===== src/logic/ieu_params.svh =====
`ifndef IEU_PARAMS_SVH
`define IEU_PARAMS_SVH

// Vector addressing
`define IEU_ADDR_W          20
`define IEU_VEC_BYTES       4
`define IEU_FIXED_BASE      20'h0ffdc
`define IEU_FIXED_LAST      20'h0ffff
`define IEU_RELOC_SPAN      256

// Fixed vector slots, counted in entries from the fixed base
`define IEU_SLOT_UNDEF      4'h0
`define IEU_SLOT_OVF        4'h1
`define IEU_SLOT_BRK        4'h2
`define IEU_SLOT_MATCH      4'h3
`define IEU_SLOT_SSTEP      4'h4
`define IEU_SLOT_WDT_GRP    4'h5
`define IEU_SLOT_ABRK       4'h6
`define IEU_SLOT_RESET      4'h8

// Software interrupt numbering
`define IEU_NUM_W           6
`define IEU_NUM_MAX         6'h3f
`define IEU_NUM_U_LAST      6'h1f
`define IEU_PERIPH_FIRST    6'h04
`define IEU_PERIPH_COUNT    28
`define IEU_BRK_RELOC_NUM   6'h00

// Priority level width and reset values
`define IEU_LVL_W           3
`define IEU_U_FLAG_RST      1'b0

`endif


===== src/logic/ieu_pkg.sv =====
package ieu_pkg;

   // Request source class held while a request is presented
   typedef enum logic [3:0] {
      IEU_SRC_NONE   = 4'h0,
      IEU_SRC_UNDEF  = 4'h1,
      IEU_SRC_OVF    = 4'h2,
      IEU_SRC_BRK    = 4'h3,
      IEU_SRC_INT    = 4'h4,
      IEU_SRC_MATCH  = 4'h5,
      IEU_SRC_WDT    = 4'h6,
      IEU_SRC_OSC    = 4'h7,
      IEU_SRC_VMON2  = 4'h8,
      IEU_SRC_SSTEP  = 4'h9,
      IEU_SRC_ABRK   = 4'ha,
      IEU_SRC_PERIPH = 4'hb
   } ieu_src_e;

   typedef enum logic [0:0] {
      IEU_ST_IDLE = 1'b0,
      IEU_ST_WAIT = 1'b1
   } ieu_state_e;

   // Trapping instruction reported by the decoder, one-cycle pulses
   typedef struct packed {
      logic       undefined_opcode_instr;
      logic       overflow_trap_instr;
      logic       break_instr;
      logic       int_instr;
      logic [5:0] int_num;
   } ieu_trap_s;

   // Special (non-maskable) hardware sources, levels or pulses
   typedef struct packed {
      logic watchdog;
      logic osc_stop;
      logic volt_mon2;
      logic single_step;
      logic addr_break;
   } ieu_special_s;

   // Request presented to the sequencer
   typedef struct packed {
      logic        valid;
      ieu_src_e    src;
      logic [5:0]  num;
      logic        save_u;
      logic [19:0] vector_addr;
   } ieu_req_s;

endpackage : ieu_pkg


===== src/logic/ieu_prio_resolve.sv =====
`timescale 1ns/1ps
`include "ieu_params.svh"

// Picks the pending peripheral with the highest level; ties go to the
// lowest index. Level zero means the source is disabled.
module ieu_prio_resolve #(
   parameter int N     = `IEU_PERIPH_COUNT,
   parameter int LVL_W = `IEU_LVL_W,
   parameter int IDX_W = 5
) (
   input  wire logic [N-1:0]       pend_in,
   input  wire logic [N*LVL_W-1:0] level_in,
   output logic                    hit_out,
   output logic [IDX_W-1:0]        idx_out,
   output logic [LVL_W-1:0]        level_out
);

   logic [LVL_W-1:0] best_lvl [0:N];
   logic [IDX_W-1:0] best_idx [0:N];

   assign best_lvl[0] = '0;
   assign best_idx[0] = '0;

   // Compare chain; strict greater keeps the lower index on a tie
   for (genvar i = 0; i < N; i++) begin : g_cmp
      logic [LVL_W-1:0] lvl;
      logic             wins;
      assign lvl  = level_in[i*LVL_W +: LVL_W];
      assign wins = pend_in[i] && (lvl > best_lvl[i]);
      assign best_lvl[i+1] = wins ? lvl : best_lvl[i];
      assign best_idx[i+1] = wins ? IDX_W'(i) : best_idx[i];
   end

   assign hit_out   = (best_lvl[N] != '0);
   assign idx_out   = best_idx[N];
   assign level_out = best_lvl[N];

endmodule : ieu_prio_resolve


===== src/logic/ieu_exception_unit.sv =====
`timescale 1ns/1ps
`include "ieu_params.svh"

module ieu_exception_unit #(
   parameter int N_PERIPH = `IEU_PERIPH_COUNT,
   parameter int LVL_W    = `IEU_LVL_W,
   parameter int ADDR_W   = `IEU_ADDR_W
) (
   input  wire logic                      clock_in,
   input  wire logic                      rst_n_in,
   input  wire logic                      i_flag_in,
   input  wire logic [LVL_W-1:0]          cpu_level_in,
   input  wire logic                      overflow_flag_in,
   input  wire ieu_pkg::ieu_trap_s        trap_in,
   input  wire logic                      brk_use_reloc_in,
   input  wire ieu_pkg::ieu_special_s     special_in,
   input  wire logic                      fetch_valid_in,
   input  wire logic [ADDR_W-1:0]         fetch_addr_in,
   input  wire logic [ADDR_W-1:0]         match_address_0_in,
   input  wire logic [ADDR_W-1:0]         match_address_1_in,
   input  wire logic                      match_enable_0_in,
   input  wire logic                      match_enable_1_in,
   input  wire logic [ADDR_W-1:0]         vector_base_reg_in,
   input  wire logic [N_PERIPH-1:0]       periph_req_in,
   input  wire logic [N_PERIPH*LVL_W-1:0] periph_level_in,
   input  wire logic                      ack_in,
   input  wire logic                      return_in,
   input  wire logic                      return_restore_u_in,
   input  wire logic                      return_u_in,
   input  wire logic                      u_write_in,
   input  wire logic                      u_write_val_in,
   output ieu_pkg::ieu_req_s              req_out,
   output logic                           u_push_out,
   output logic                           u_push_val_out,
   output logic                           u_flag_out,
   output logic [N_PERIPH-1:0]            periph_pend_out
);
   import ieu_pkg::*;

   localparam int IDX_W = $clog2(N_PERIPH);

   // Latched special, instruction and peripheral requests
   logic                undef_q;
   logic                ovf_q;
   logic                brk_q;
   logic                int_q;
   logic [5:0]          int_num_q;
   logic                match_q;
   logic                wdt_q;
   logic                osc_q;
   logic                vmon_q;
   logic                sstep_q;
   logic                abrk_q;
   logic [N_PERIPH-1:0] periph_q;

   ieu_state_e          state_q;
   ieu_req_s            req_q;
   logic [IDX_W-1:0]    req_idx_q;
   logic                u_flag_q;
   logic                u_push_q;
   logic                u_push_val_q;

   // Combinational winner
   ieu_req_s            sel_d;
   logic [IDX_W-1:0]    sel_idx_d;
   logic                p_hit;
   logic [IDX_W-1:0]    p_idx;
   logic [LVL_W-1:0]    p_lvl;
   logic                match_hit;
   logic                taken;

   // Acknowledge closes the current request this cycle
   assign taken = (state_q == IEU_ST_WAIT) && ack_in;

   // Address compare at fetch, before the instruction runs
   assign match_hit = fetch_valid_in &&
      ((match_enable_0_in && fetch_addr_in == match_address_0_in) ||
       (match_enable_1_in && fetch_addr_in == match_address_1_in));

   ieu_prio_resolve #(
      .N     (N_PERIPH),
      .LVL_W (LVL_W),
      .IDX_W (IDX_W)
   ) u_prio (
      .pend_in   (periph_q),
      .level_in  (periph_level_in),
      .hit_out   (p_hit),
      .idx_out   (p_idx),
      .level_out (p_lvl)
   );

   // Entry address inside the fixed table
   function automatic logic [19:0] fixed_vec(input logic [3:0] slot);
      fixed_vec = `IEU_FIXED_BASE +
                  20'({slot, 2'b00});
   endfunction : fixed_vec

   // Entry address inside the relocatable table; base plus four bytes per number, no wrap within its span
   function automatic logic [19:0] reloc_vec(input logic [19:0] base,
                                             input logic [5:0]  num);
      reloc_vec = base + 20'({num, 2'b00});
   endfunction : reloc_vec

   // Instruction traps are set on the decode pulse, the overflow trap only with overflow_flag_in set; set wins over clear
   always_ff @(posedge clock_in or negedge rst_n_in) begin
      if (!rst_n_in) begin
         undef_q   <= 1'b0;
         ovf_q     <= 1'b0;
         brk_q     <= 1'b0;
         int_q     <= 1'b0;
         int_num_q <= 6'h00;
      end else begin
         if (taken && req_q.src == IEU_SRC_UNDEF)
            undef_q <= 1'b0;
         if (trap_in.undefined_opcode_instr)
            undef_q <= 1'b1;
         if (taken && req_q.src == IEU_SRC_OVF)
            ovf_q <= 1'b0;
         if (trap_in.overflow_trap_instr && overflow_flag_in)
            ovf_q <= 1'b1;
         if (taken && req_q.src == IEU_SRC_BRK)
            brk_q <= 1'b0;
         if (trap_in.break_instr)
            brk_q <= 1'b1;
         if (taken && req_q.src == IEU_SRC_INT)
            int_q <= 1'b0;
         if (trap_in.int_instr) begin
            int_q     <= 1'b1;
            int_num_q <= trap_in.int_num & `IEU_NUM_MAX;
         end
      end
   end

   // Special sources stay latched until acknowledged
   always_ff @(posedge clock_in or negedge rst_n_in) begin
      if (!rst_n_in) begin
         match_q <= 1'b0;
         wdt_q   <= 1'b0;
         osc_q   <= 1'b0;
         vmon_q  <= 1'b0;
         sstep_q <= 1'b0;
         abrk_q  <= 1'b0;
      end else begin
         match_q <= (match_q & ~(taken && req_q.src == IEU_SRC_MATCH))
                    | match_hit;
         wdt_q   <= (wdt_q & ~(taken && req_q.src == IEU_SRC_WDT))
                    | special_in.watchdog;
         osc_q   <= (osc_q & ~(taken && req_q.src == IEU_SRC_OSC))
                    | special_in.osc_stop;
         vmon_q  <= (vmon_q & ~(taken && req_q.src == IEU_SRC_VMON2))
                    | special_in.volt_mon2;
         sstep_q <= (sstep_q & ~(taken && req_q.src == IEU_SRC_SSTEP))
                    | special_in.single_step;
         abrk_q  <= (abrk_q & ~(taken && req_q.src == IEU_SRC_ABRK))
                    | special_in.addr_break;
      end
   end

   // Peripheral requests latch per source; a new pulse beats the clear
   always_ff @(posedge clock_in or negedge rst_n_in) begin
      if (!rst_n_in) begin
         periph_q <= '0;
      end else begin
         for (int i = 0; i < N_PERIPH; i++) begin
            if (taken && req_q.src == IEU_SRC_PERIPH &&
                req_idx_q == IDX_W'(i))
               periph_q[i] <= 1'b0;
            if (periph_req_in[i])
               periph_q[i] <= 1'b1;
         end
      end
   end

   // Fixed order among non-maskable sources, then maskable by level.
   // Instruction traps come first since they belong to the running
   // instruction and must be serviced before anything else intervenes.
   always_comb begin
      sel_d             = '0;
      sel_idx_d         = '0;
      sel_d.src         = IEU_SRC_NONE;
      sel_d.valid       = 1'b1;
      sel_d.save_u      = 1'b1;
      if (undef_q) begin
         sel_d.src         = IEU_SRC_UNDEF;
         sel_d.vector_addr = fixed_vec(`IEU_SLOT_UNDEF);
      end else if (ovf_q) begin
         sel_d.src         = IEU_SRC_OVF;
         sel_d.vector_addr = fixed_vec(`IEU_SLOT_OVF);
      end else if (brk_q) begin
         sel_d.src         = IEU_SRC_BRK;
         sel_d.num         = `IEU_BRK_RELOC_NUM;
         sel_d.vector_addr = brk_use_reloc_in
            ? reloc_vec(vector_base_reg_in, `IEU_BRK_RELOC_NUM)
            : fixed_vec(`IEU_SLOT_BRK);
      end else if (int_q) begin
         sel_d.src         = IEU_SRC_INT;
         sel_d.num         = int_num_q;
         sel_d.save_u      = (int_num_q <= `IEU_NUM_U_LAST);
         sel_d.vector_addr = reloc_vec(vector_base_reg_in,
                                       int_num_q);
      end else if (match_q) begin
         sel_d.src         = IEU_SRC_MATCH;
         sel_d.vector_addr = fixed_vec(`IEU_SLOT_MATCH);
      end else if (wdt_q || osc_q || vmon_q) begin
         // One shared entry; handler tells the three apart by status
         sel_d.src         = wdt_q ? IEU_SRC_WDT
                           : (osc_q ? IEU_SRC_OSC : IEU_SRC_VMON2);
         sel_d.vector_addr = fixed_vec(`IEU_SLOT_WDT_GRP);
      end else if (sstep_q) begin
         sel_d.src         = IEU_SRC_SSTEP;
         sel_d.vector_addr = fixed_vec(`IEU_SLOT_SSTEP);
      end else if (abrk_q) begin
         sel_d.src         = IEU_SRC_ABRK;
         sel_d.vector_addr = fixed_vec(`IEU_SLOT_ABRK);
      end else if (i_flag_in && p_hit && p_lvl > cpu_level_in) begin
         sel_d.src         = IEU_SRC_PERIPH;
         sel_idx_d         = p_idx;
         sel_d.num         = `IEU_PERIPH_FIRST + 6'(p_idx);
         sel_d.vector_addr = reloc_vec(vector_base_reg_in, sel_d.num);
      end else begin
         sel_d.valid       = 1'b0;
         sel_d.save_u      = 1'b0;
      end
   end

   // Present one request and hold it until the sequencer takes it.
   // The held vector does not re-arbitrate, so a higher source that
   // appears meanwhile waits for the next idle cycle.
   always_ff @(posedge clock_in or negedge rst_n_in) begin
      if (!rst_n_in) begin
         state_q   <= IEU_ST_IDLE;
         req_q     <= '0;
         req_idx_q <= '0;
      end else begin
         case (state_q)
            IEU_ST_IDLE: begin
               if (sel_d.valid) begin
                  req_q     <= sel_d;
                  req_idx_q <= sel_idx_d;
                  state_q   <= IEU_ST_WAIT;
               end
            end
            IEU_ST_WAIT: begin
               if (ack_in) begin
                  req_q.valid <= 1'b0;
                  state_q     <= IEU_ST_IDLE;
               end
            end
            default: begin
               req_q.valid <= 1'b0;
               state_q     <= IEU_ST_IDLE;
            end
         endcase
      end
   end

   // Stack-select flag: save and clear on entry when save_u is set, restore on return when return_restore_u_in is set
   always_ff @(posedge clock_in or negedge rst_n_in) begin
      if (!rst_n_in) begin
         u_flag_q     <= `IEU_U_FLAG_RST;
         u_push_q     <= 1'b0;
         u_push_val_q <= 1'b0;
      end else begin
         u_push_q <= 1'b0;
         if (taken && req_q.save_u) begin
            u_push_q     <= 1'b1;
            u_push_val_q <= u_flag_q;
            u_flag_q     <= 1'b0;
         end else if (return_in && return_restore_u_in) begin
            u_flag_q <= return_u_in;
         end else if (u_write_in) begin
            u_flag_q <= u_write_val_in;
         end
      end
   end

   // All outputs come from flip-flops
   assign req_out         = req_q;
   assign u_push_out      = u_push_q;
   assign u_push_val_out  = u_push_val_q;
   assign u_flag_out      = u_flag_q;
   assign periph_pend_out = periph_q;

endmodule : ieu_exception_unit


===== config.mk =====
export PLATFORM = sky130hd
export DESIGN_NAME = ieu_exception_unit
export DESIGN_NICKNAME = d
export VERILOG_FILES = /design/src/logic/ieu_pkg.sv /design/src/logic/ieu_prio_resolve.sv /design/src/logic/ieu_exception_unit.sv
export VERILOG_INCLUDE_DIRS = /design/src /design/src/logic
export SDC_FILE = /design/constraint.sdc
export NUM_CORES = 1
export LEC_CHECK = 0
export BUFFER_PORTS_ARGS = -buffer_cell sky130_fd_sc_hd__buf_2
export CORE_MARGIN = 2
export CORE_UTILIZATION = 40
export CTS_BUF_LIST = sky130_fd_sc_hd__clkbuf_16
export CTS_CLUSTER_SIZE = 25
export DETAILED_ROUTE_END_ITERATION = 16
export SYNTH_ARGS = -nofsm -noshare
export SYNTH_HDL_FRONTEND = slang
export SYNTH_SLANG_ARGS = --single-unit

===== constraint.sdc =====
create_clock -name clock_in -period 115.5 [get_ports clock_in]
set_input_delay 5.775 -clock clock_in [delete_from_list [all_inputs] [get_ports clock_in]]
set_output_delay 5.775 -clock clock_in [all_outputs]
set_load 0.1 [all_outputs]

==> results.txt, run 1 <==
- Outcome: completed
- After clock tree synthesis, the setup repair step added 0 buffers.
* Hold buffer count at cts: 0
* Worst Setup End Kind: register
* Actual slew at the worst max-slew pin: 0.993 ns
* Number of endpoints failing setup at the final stage: 0
- The number of placed instances, taps included, is 1800.
- Ranking of synthesized cells by instance count: 153 x nand2_1, 117 x nor2_1, 85 x dfrtp_1
- The worst path uses 40.9% of the clock period.
* Worst voltage drop across the vdd grid: 0.0193 mV
- Detailed-router iteration count before antenna repair: 5
- Synth top area cells: dfrtp_1 23%, ha_1 6.3%, nand2_1 6.1%
- Worst slew margin relative to its limit: 33.1%
- Routability cong.: 0.932
- Quantity of gates resized following cts: 0
- Compared with the post-synthesis result, the final layout area differs by 20.8%.
- In this run the count of I/O pins placed on the die edge is 287.
- Final hold analysis gives a worst-case slack of 0.475 ns.
* Number of antenna violations at the first check in global routing: 3
- Dividing the detail-routed via count by the number of cells gives 5.62.
* Pin count of the biggest net entering global routing: 59
- Number of buffers created by CTS: 9
- The sequential cells in the finished layout cover a total of 2130 um^2.
- FMAX: 21.2 MHz
- Clock-pin slew was measured on the worst setup and hold paths at 0.06 ns.
- Die span in x: 157 um
- Max-capacitance violation count: 0
* Worst min-delay path category: register to register
- STA puts the critical path data arrival time at 47.46 ns.
- Excluding fillers, the count of instances in the completed layout stands at 1819.
- Required arrival time at the worst endpoint: 115.76 ns
- STA classifies the critical path startpoint as a primary input.
* Drt total wl: 30500 um
- Number of failing hold endpoints at the final stage: 0
* Die area: 24700 um^2
- Final layout net count: 1765
* Share of async-settable or async-resettable flops after synthesis: 100%
- Power spread over the standard cell area amounts to 23.7 nW/um^2.
- Subtracting the final worst setup slack from the clock period gives 47.20 ns.
* Share of cells above drive strength 1: 24.2%
* Synthesized area per cell: 7.65 um^2
* Depth of the most critical reg-to-reg path: 204
- Wire length per cell after detailed routing: 16.8 um
- H-tree level count: 3
* Crit-path max FO: 7
* Global-route wire length before repair: 47400 um
* Final-report max-slew violation count: 0
* Post-Syn Area: 9370 um^2
* End of the worst register-to-register path: req_out[13]
* Final std cell area, no fill: 11300 um^2
- Of the total synthesized cell area, the portion taken by XOR and XNOR cells is 5.51%.
* Number of flip-flops and latches in the synthesized netlist: 85
- Simple-gate portion of the synthesized area: 27.4%
* Count of nets left with antenna violations after detail routing: 0
- Leakage power summed over all cells: 5.02 nW
* Delay of the slowest critical-path stage: 0.85 ns
- Placement row count: 56
* Fraction of post-synthesis cell area in the top cell type by area: 22.7%
- For this run, the number of Yosys warnings is 0.
- The startpoint identified for the worst hold timing path is req_out[26].
- In the routed design, unresolved DRC markers number 0.
* Worst Hold Path Cells: 2
- For this run, the register share of the synthesized area comes to 22.7%.
- Area fraction in compound gates after synthesis: 29.1%
- In this run the register-to-register setup slack is 73.33 ns.
* Total Power Consumption: 0.269 mW
- Worst setup skew after layout: 0.00870 ns
* Launch instance of the worst register-to-register path: periph_pend_out[0]
- Unrepaired setup endpoints after global routing: false
- TritonCTS built the clock tree.
- The worst setup path is of the primary input to register kind.
* Largest family of logic cells by synthesized area: compound AO/OA/AOI/OAI gates
* Hold Path End: req_out[26]
* Cell count after synthesis: 1225
* Count of unique library cells instantiated by Yosys: 96
* Highest-delay cell along the critical path: o311ai_0
- After routing, the total negative slack on setup checks comes to 0 ns.
- Total area of multi-input combinational cells: 6840 um^2
* Number of buffers added on ports: 286
- Synthesized net count: 1498
- Post-synthesis cell type with the largest combined area: dfrtp_1
* Remaining global-route overflow: 0
- Cell repeated most along the worst path: nor2_1
- Source-to-sink clock delay at the later pin of the worst-skew pair: 0.34 ns
- Number of filler cells placed in the layout: 2420
* Post-synthesis mux area share: 2.14%
- Global routing used 23.9% of the available tracks across all layers.
- After the first detailed-routing iteration, the DRC count stood at 660.
* Via total after detailed routing: 10200
- Counting flops with a built-in enable in the synthesized netlist gives 0.
* Vertical die dimension: 157 um
* Synthesized-area fraction occupied by adder cells: 8.77%
- Worst-case clock buffer depth: 2
- In this run the standard cell core region covers 23300 um^2.
- Most used standard cell by instance count after synthesis: nand2_1
* Initial Utilization: 40.3%
- Placement-stage cell area: 11000 um^2
* Clock tree root buffer cell: clkbuf_16
* Post-DP HPWL: 25200 um
- Clock tree synthesis found a total of 85 sinks.
- Commonest register cell after synthesis: dfrtp_1
* Number of global-route vias before repair: 9260
## how the worst max path moves through the flow
stage	from	to	slack, ns	cells after the start
after floorplan	periph_level_in[2]	req_out[18]	72.93	202
after global routing	periph_level_in[2]	req_out[13]	64.56	209
final	periph_level_in[2]	req_out[13]	68.30	205
after CTS	periph_level_in[2]	req_out[13]	68.57	207
after detailed placement	periph_level_in[2]	req_out[18]	68.29	205
after global placement	periph_level_in[2]	req_out[13]	69.04	205
## cells in the final DEF (no fill, tap or decap), types with 6 or more instances in the layout
cell type and n:
dfrtp_1 85, and3_1 16, xnor2_1 36, o31ai_1 14, ha_1 47, nand2b_1 27
nand3_1 52, xor2_1 23, a21oi_1 56, a21o_1 35, nor4_1 18, nand2_1 153
a21boi_0 14, maj3_1 16, nor2_1 117, mux2_2 16, a41oi_1 7, and2_1 27
o21a_1 9, nand4_1 15, clkbuf_16 9, o21ai_1 23, or2_2 11, buf_2 285
nand3b_1 6, nor3_1 21, nor2b_1 17, a22oi_1 7, or3_1 9, a31oi_1 18
o211ai_1 16, o21ai_0 64, inv_1 60, o21bai_1 12, nor3b_1 9, a221oi_1 7
o221ai_1 8
## state kept, by name (all words and copies together) (netlist names), 5 cells and up
signal	count
periph_pend_out	28
int_num_q	6
req_out	32
req_idx_q	5
## area by class of cell
type,count,area share (%)
inverters,59,1.96
flip-flops and latches,85,18.8
clock buffers,9,1.99
repair buffers,289,12.9
multi-input cells,1048,60.4
diodes,3,0.0663
well taps,319,3.53
clock inverters,7,0.387
## critical path: cells and delay by family
family                   cells  cell delay (ns)
AO/OA/AOI/OAI               62            13.50
XOR/XNOR                     1             0.30
adder cells (fa/ha/maj)     39            11.28
buffers and inverters        7             0.70
multiplexers                 8             3.04
AND/OR/NAND/NOR             88            12.80
## cell families (layout without fill, tap and decap cells)
kind of cell	count (synthesis)	in the layout
and+or+nand+nor	521	521
muxes	18	18
xor gates and xnor gates	59	59
adders and majority gates	68	68
other	1	4
DFF	85	85
buffers and inverters	92	364
AOI/OAI and AO/OA	381	381
## layer usage
| layer | track usage [%] | share of wire [%] | up-vias |
|---|---|---|---|
| met5 | 0 | 0 | - |
| met4 | 7.84 | 2.4 | 0 |
| met3 | 2.40 | 4.5 | 47 |
| met2 | 39.9 | 47 | 307 |
| met1 | 32.5 | 46 | 4768 |
| li1 | - | - | 5095 |
## report_power, final
group          switching (mW)  internal (mW)
logic                   0.125         0.0853
registers             0.00126         0.0309
clock network          0.0119         0.0144
total                   0.138          0.131
## stage by stage
stage,util (%),setup slack (ns)
after floorplan,-,72.93
after global placement,47.5,69.04
after detailed placement,47.5,68.29
after CTS,48.6,68.57
after global routing,48.7,64.56
final,48.7,68.30
No activity file was read; power rests on OpenSTA's default activity.
==> run 2, diff against run 1 <==
- ABC_AREA: unset -> 1
- PLACE_DENSITY: unset -> 0.66
- clock period: 115.5 -> 45.2 ns (I/O delays scaled with it)
==> run 2 against run 1 <==
  * Register-to-register slack got worse by 62 ns
  * Non-clock buffer count shrank 2
  * Synthesized cell count is 4.3% higher
  * Sequential power grew to 2.7 times the previous value
  * Critical path depth increased by 4
  * Routed wire length down 14%
  * Synthesized area decreased by 7.9%
  * Largest cell class unchanged
  * Largest power group unchanged
==> results.txt, run 2 <==
- In this run, the clock network consumes 12.7% of the power.
- Detailed-router iteration count before antenna repair: 5
- Once detail routing completed, the nets flagged for antenna violations numbered 0.
- Counting the buffers created by CTS gives 9.
- Die span in x: 151 um
- After filler insertion, the fill cell instance count of the layout stands at 2193.
- Derived from the worst setup path, the maximum achievable clock frequency is 28.5 MHz.
- Placement row count: 53
- Worst-case clock buffer depth: 2
* Top-level I/O count: 287
* Wire length per cell after detailed routing: 14.3 um
- Measured in cells, the most critical reg-to-reg path has a length of 206.
* Pwr Density: 51.5 nW/um^2
* Count of flip-flops with a built-in enable after synthesis: 0
- Number of global-route vias before repair: 8782
- Synth top area cells: dfrtp_1 25%, nand2_1 10%, inv_1 9.3%
- The clock drives 85 sinks.
- Combinational share of power: 71.2%
- For this run, the number of Yosys warnings is 0.
* Unrepaired setup endpoints after global routing: false
- Internal Power: 0.254 mW
* Global-route wire length before repair: 42100 um
* Routability cong.: 0.909
- Net switching share of the total power: 53.2%
* Iter 0 DRT Violations: 516
* Worst Setup End Kind: register
- After synthesis, the share of flip-flops with an asynchronous set or reset is 100%.
- Final layout net count: 1830
- In this run the critical register-to-register path is launched from periph_pend_out[0].
* Number of failing hold endpoints at the final stage: 0
- Synthesized net count: 1551
- After detailed routing, the total wire length is 26300 um.
- Synthesis instantiated 56 different standard cells from the library.
- In this run the standard cell core region covers 21100 um^2.
- Commonest cells after routing, fill and taps aside: 285 x buf_2, 239 x nand2_1, 213 x inv_1, 91 x nand3_1, 85 x dfrtp_1
- Hold buffer count at cts: 0
- TritonCTS built the clock tree.
- Worst voltage drop across the vdd grid: 0.0399 mV
- Entering global routing, the biggest net connects 61 pins.
- Using the TritonRoute via totals, the vias-per-cell ratio works out to 5.14.
- On the critical path, the stage with the largest delay is an instance of ha_1.
- Summed negative setup slack over all endpoints: 0 ns
- Worst slew margin relative to its limit: 37.6%
- In this run the biggest area consumer among cell types represents 24.6% of the synthesized area.
- Post-CTS setup repair buffer count: 0
- Cell repeated most along the worst path: nand2_2
- Die area: 22800 um^2
* Quantity of gates resized following cts: 0
- Worst min-delay path category: register to register
- Source-to-sink clock delay at the later pin of the worst-skew pair: 0.35 ns
- Share of cells above drive strength 1: 28.4%
- Final-report max-slew violation count: 0
- Setup slack on the worst reg-to-reg path comes out at 11.78 ns.
- Cell count after synthesis: 1278
* Post-DP HPWL: 21900 um
* Crit path time final: 35.03 ns
- Synthesized area per cell: 6.75 um^2
* Synthesis-to-finish area growth: 22.1%
- The total overflow left after global routing is 0.
- Seq/Total Area, Yosys: 24.6%
- Clock tree root buffer cell: clkbuf_16
- The critical path ends at req_out[18].
- The analysis attributes to net switching a power of 0.289 mW.
* Max-capacitance violation count: 0
* Total area of multi-input combinational cells: 5530 um^2
* Initial Utilization: 40.9%
* Post-synthesis cell type with the largest combined area: dfrtp_1
* Buffers plus inverters on the worst setup path: 25
- Most common cell after layout, fill and taps aside: buf_2
- The flow ran to the end, and the final reports show no timing, DRC or antenna violations.
- Counting flops and latches in the post-synthesis netlist gives 85.
- After layout, the worst path uses 77.5% of the clock period.
- CP Data Arrival Time: 35.27 ns
- By count the netlist is led by 239 x nand2_1, 213 x inv_1, 91 x nand3_1.
* Required arrival time at the worst endpoint: 45.44 ns
- Number of endpoints failing setup at the final stage: 0
* Commonest register cell after synthesis: dfrtp_1
- In this design, the largest share of critical-path delay is due to simple AND/OR/NAND/NOR gates.
- For the pin with the worst max-slew slack, the measured transition is 0.932 ns.
- In this run the worst setup path begins at periph_level_in[2].
- In this run the number of cells on the critical path is 209.
- End of the worst register-to-register path: req_out[18]
- Seq. cell area: 2130 um^2
- Measured along the y axis, the die boundary spans 151 um.
- STA classifies the critical path startpoint as a primary input.
- Detailed routing inserted a total of 9449 vias.
- Post-Syn Area: 8630 um^2
- In this run the tool buffered the top-level ports with 286 buffer cells.
- Number of antenna violations at the first check in global routing: 1
- Most used standard cell by instance count after synthesis: nand2_1
* Number of DRC violations after detailed routing: 0
* Delay of the slowest critical-path stage: 0.35 ns
- Worst setup skew after layout: 0.00809 ns
- Leakage power summed over all cells: 5.53 nW
- Of all nets on the critical path, the largest fanout is 7.
* Worst Path Class, Setup: primary input to register
- Of the total power, registers draw 16.1%.
- Clock-pin slew was measured on the worst setup and hold paths at 0.06 ns.
* Number of flip-flops under the largest register name: 32
* Total global-route track usage: 23.0%
- The H-tree was split into 3 levels.
- Hold timing on the final database bottoms out at a slack of 0.492 ns.
[run 2: changes by cell type after synthesis, moves of 17 or more]
cell      previous run  this run
nand2_1            153       239
nor2b_1             17         0
nand3_1             52        91
xnor2_1             36        11
o22ai_1              5        23
nand2_2              0        71
nand3_2              0        18
nor2_1             117        55
and2_1              27         1
inv_1               59       213
o21ai_0             64        83
a21o_1              35        13
nand2b_1            27         0
[run 2: worst min-delay path by stage]
stage | slack (ns) | cells after the start | startpoint | endpoint
floorplan | 0.45 | 1 | state_q | req_out[30]
global placement | 0.46 | 2 | req_out[26] | req_out[26]
detailed placement | 0.47 | 2 | req_out[26] | req_out[26]
CTS | 0.49 | 2 | req_out[0] | req_out[0]
global route | 0.52 | 1 | state_q | req_out[30]
finish | 0.49 | 1 | state_q | req_out[30]
[run 2: cell families after synthesis]
logic type      after synthesis  synth area share (%)
other cells                   1                0.0434
buf+inv                     239                  11.3
xor+xnor                     37                  3.75
fa+ha+maj                    49                  7.28
simple gates                574                  32.6
compound gates              293                  20.4
flops                        85                  24.6
[run 2: per-stage QoR]
| step | power, mW | setup WS [ns] | utilization [%] | instance area (um^2) | std cells |
|---|---|---|---|---|---|
| after global placement | 0.466 | 11.00 | 48.7 | 10300 | 1821 |
| final | 0.543 | 10.17 | 50.0 | 10500 | 1838 |
| after floorplan | 0.399 | 13.21 | - | 8630 | 1278 |
| after detailed placement | 0.473 | 9.91 | 48.7 | 10300 | 1821 |
| after CTS | 0.545 | 10.21 | 50.0 | 10500 | 1836 |
| after global routing | 0.601 | 6.56 | 50.0 | 10500 | 1836 |
[run 2: power by group through the flow]
stage / Combinational (mW) / Sequential (mW) / Clock (mW)
after floorplan: 0.280 / 0.119 / 0
after global placement: 0.377 / 0.0887 / 0
final: 0.386 / 0.0875 / 0.0690
after detailed placement: 0.384 / 0.0886 / 0
after CTS: 0.387 / 0.0873 / 0.0709
after global routing: 0.439 / 0.0883 / 0.0740
[run 2: worst register-to-register path: cells and delay by family (launching register included)]
kind,cells,cell delay (ns)
AO/OA/AOI/OAI,57,11.11
buffers and inverters,24,1.72
AND/OR/NAND/NOR,96,11.85
flip-flops,1,0.44
adder cells (fa/ha/maj),29,8.16
[run 2: cell type report]
type	count	area share (%)
clock buffers	9	2.14
repair buffers	287	13.7
well taps	275	3.26
flip-flops and latches	85	20.2
multi-input cells	954	52.5
clock inverters	6	0.380
inverters	220	7.87
diodes	2	0.0475
[run 2: per-layer routing]
metal | GRT usage, % | up-vias | part of all wire [%]
met1 | 31.0 | 4291 | 45
met5 | 0 | - | 0.049
met3 | 2.74 | 32 | 6.4
met2 | 39.5 | 312 | 47
li1 | - | 4812 | -
met4 | 5.09 | 2 | 1.7
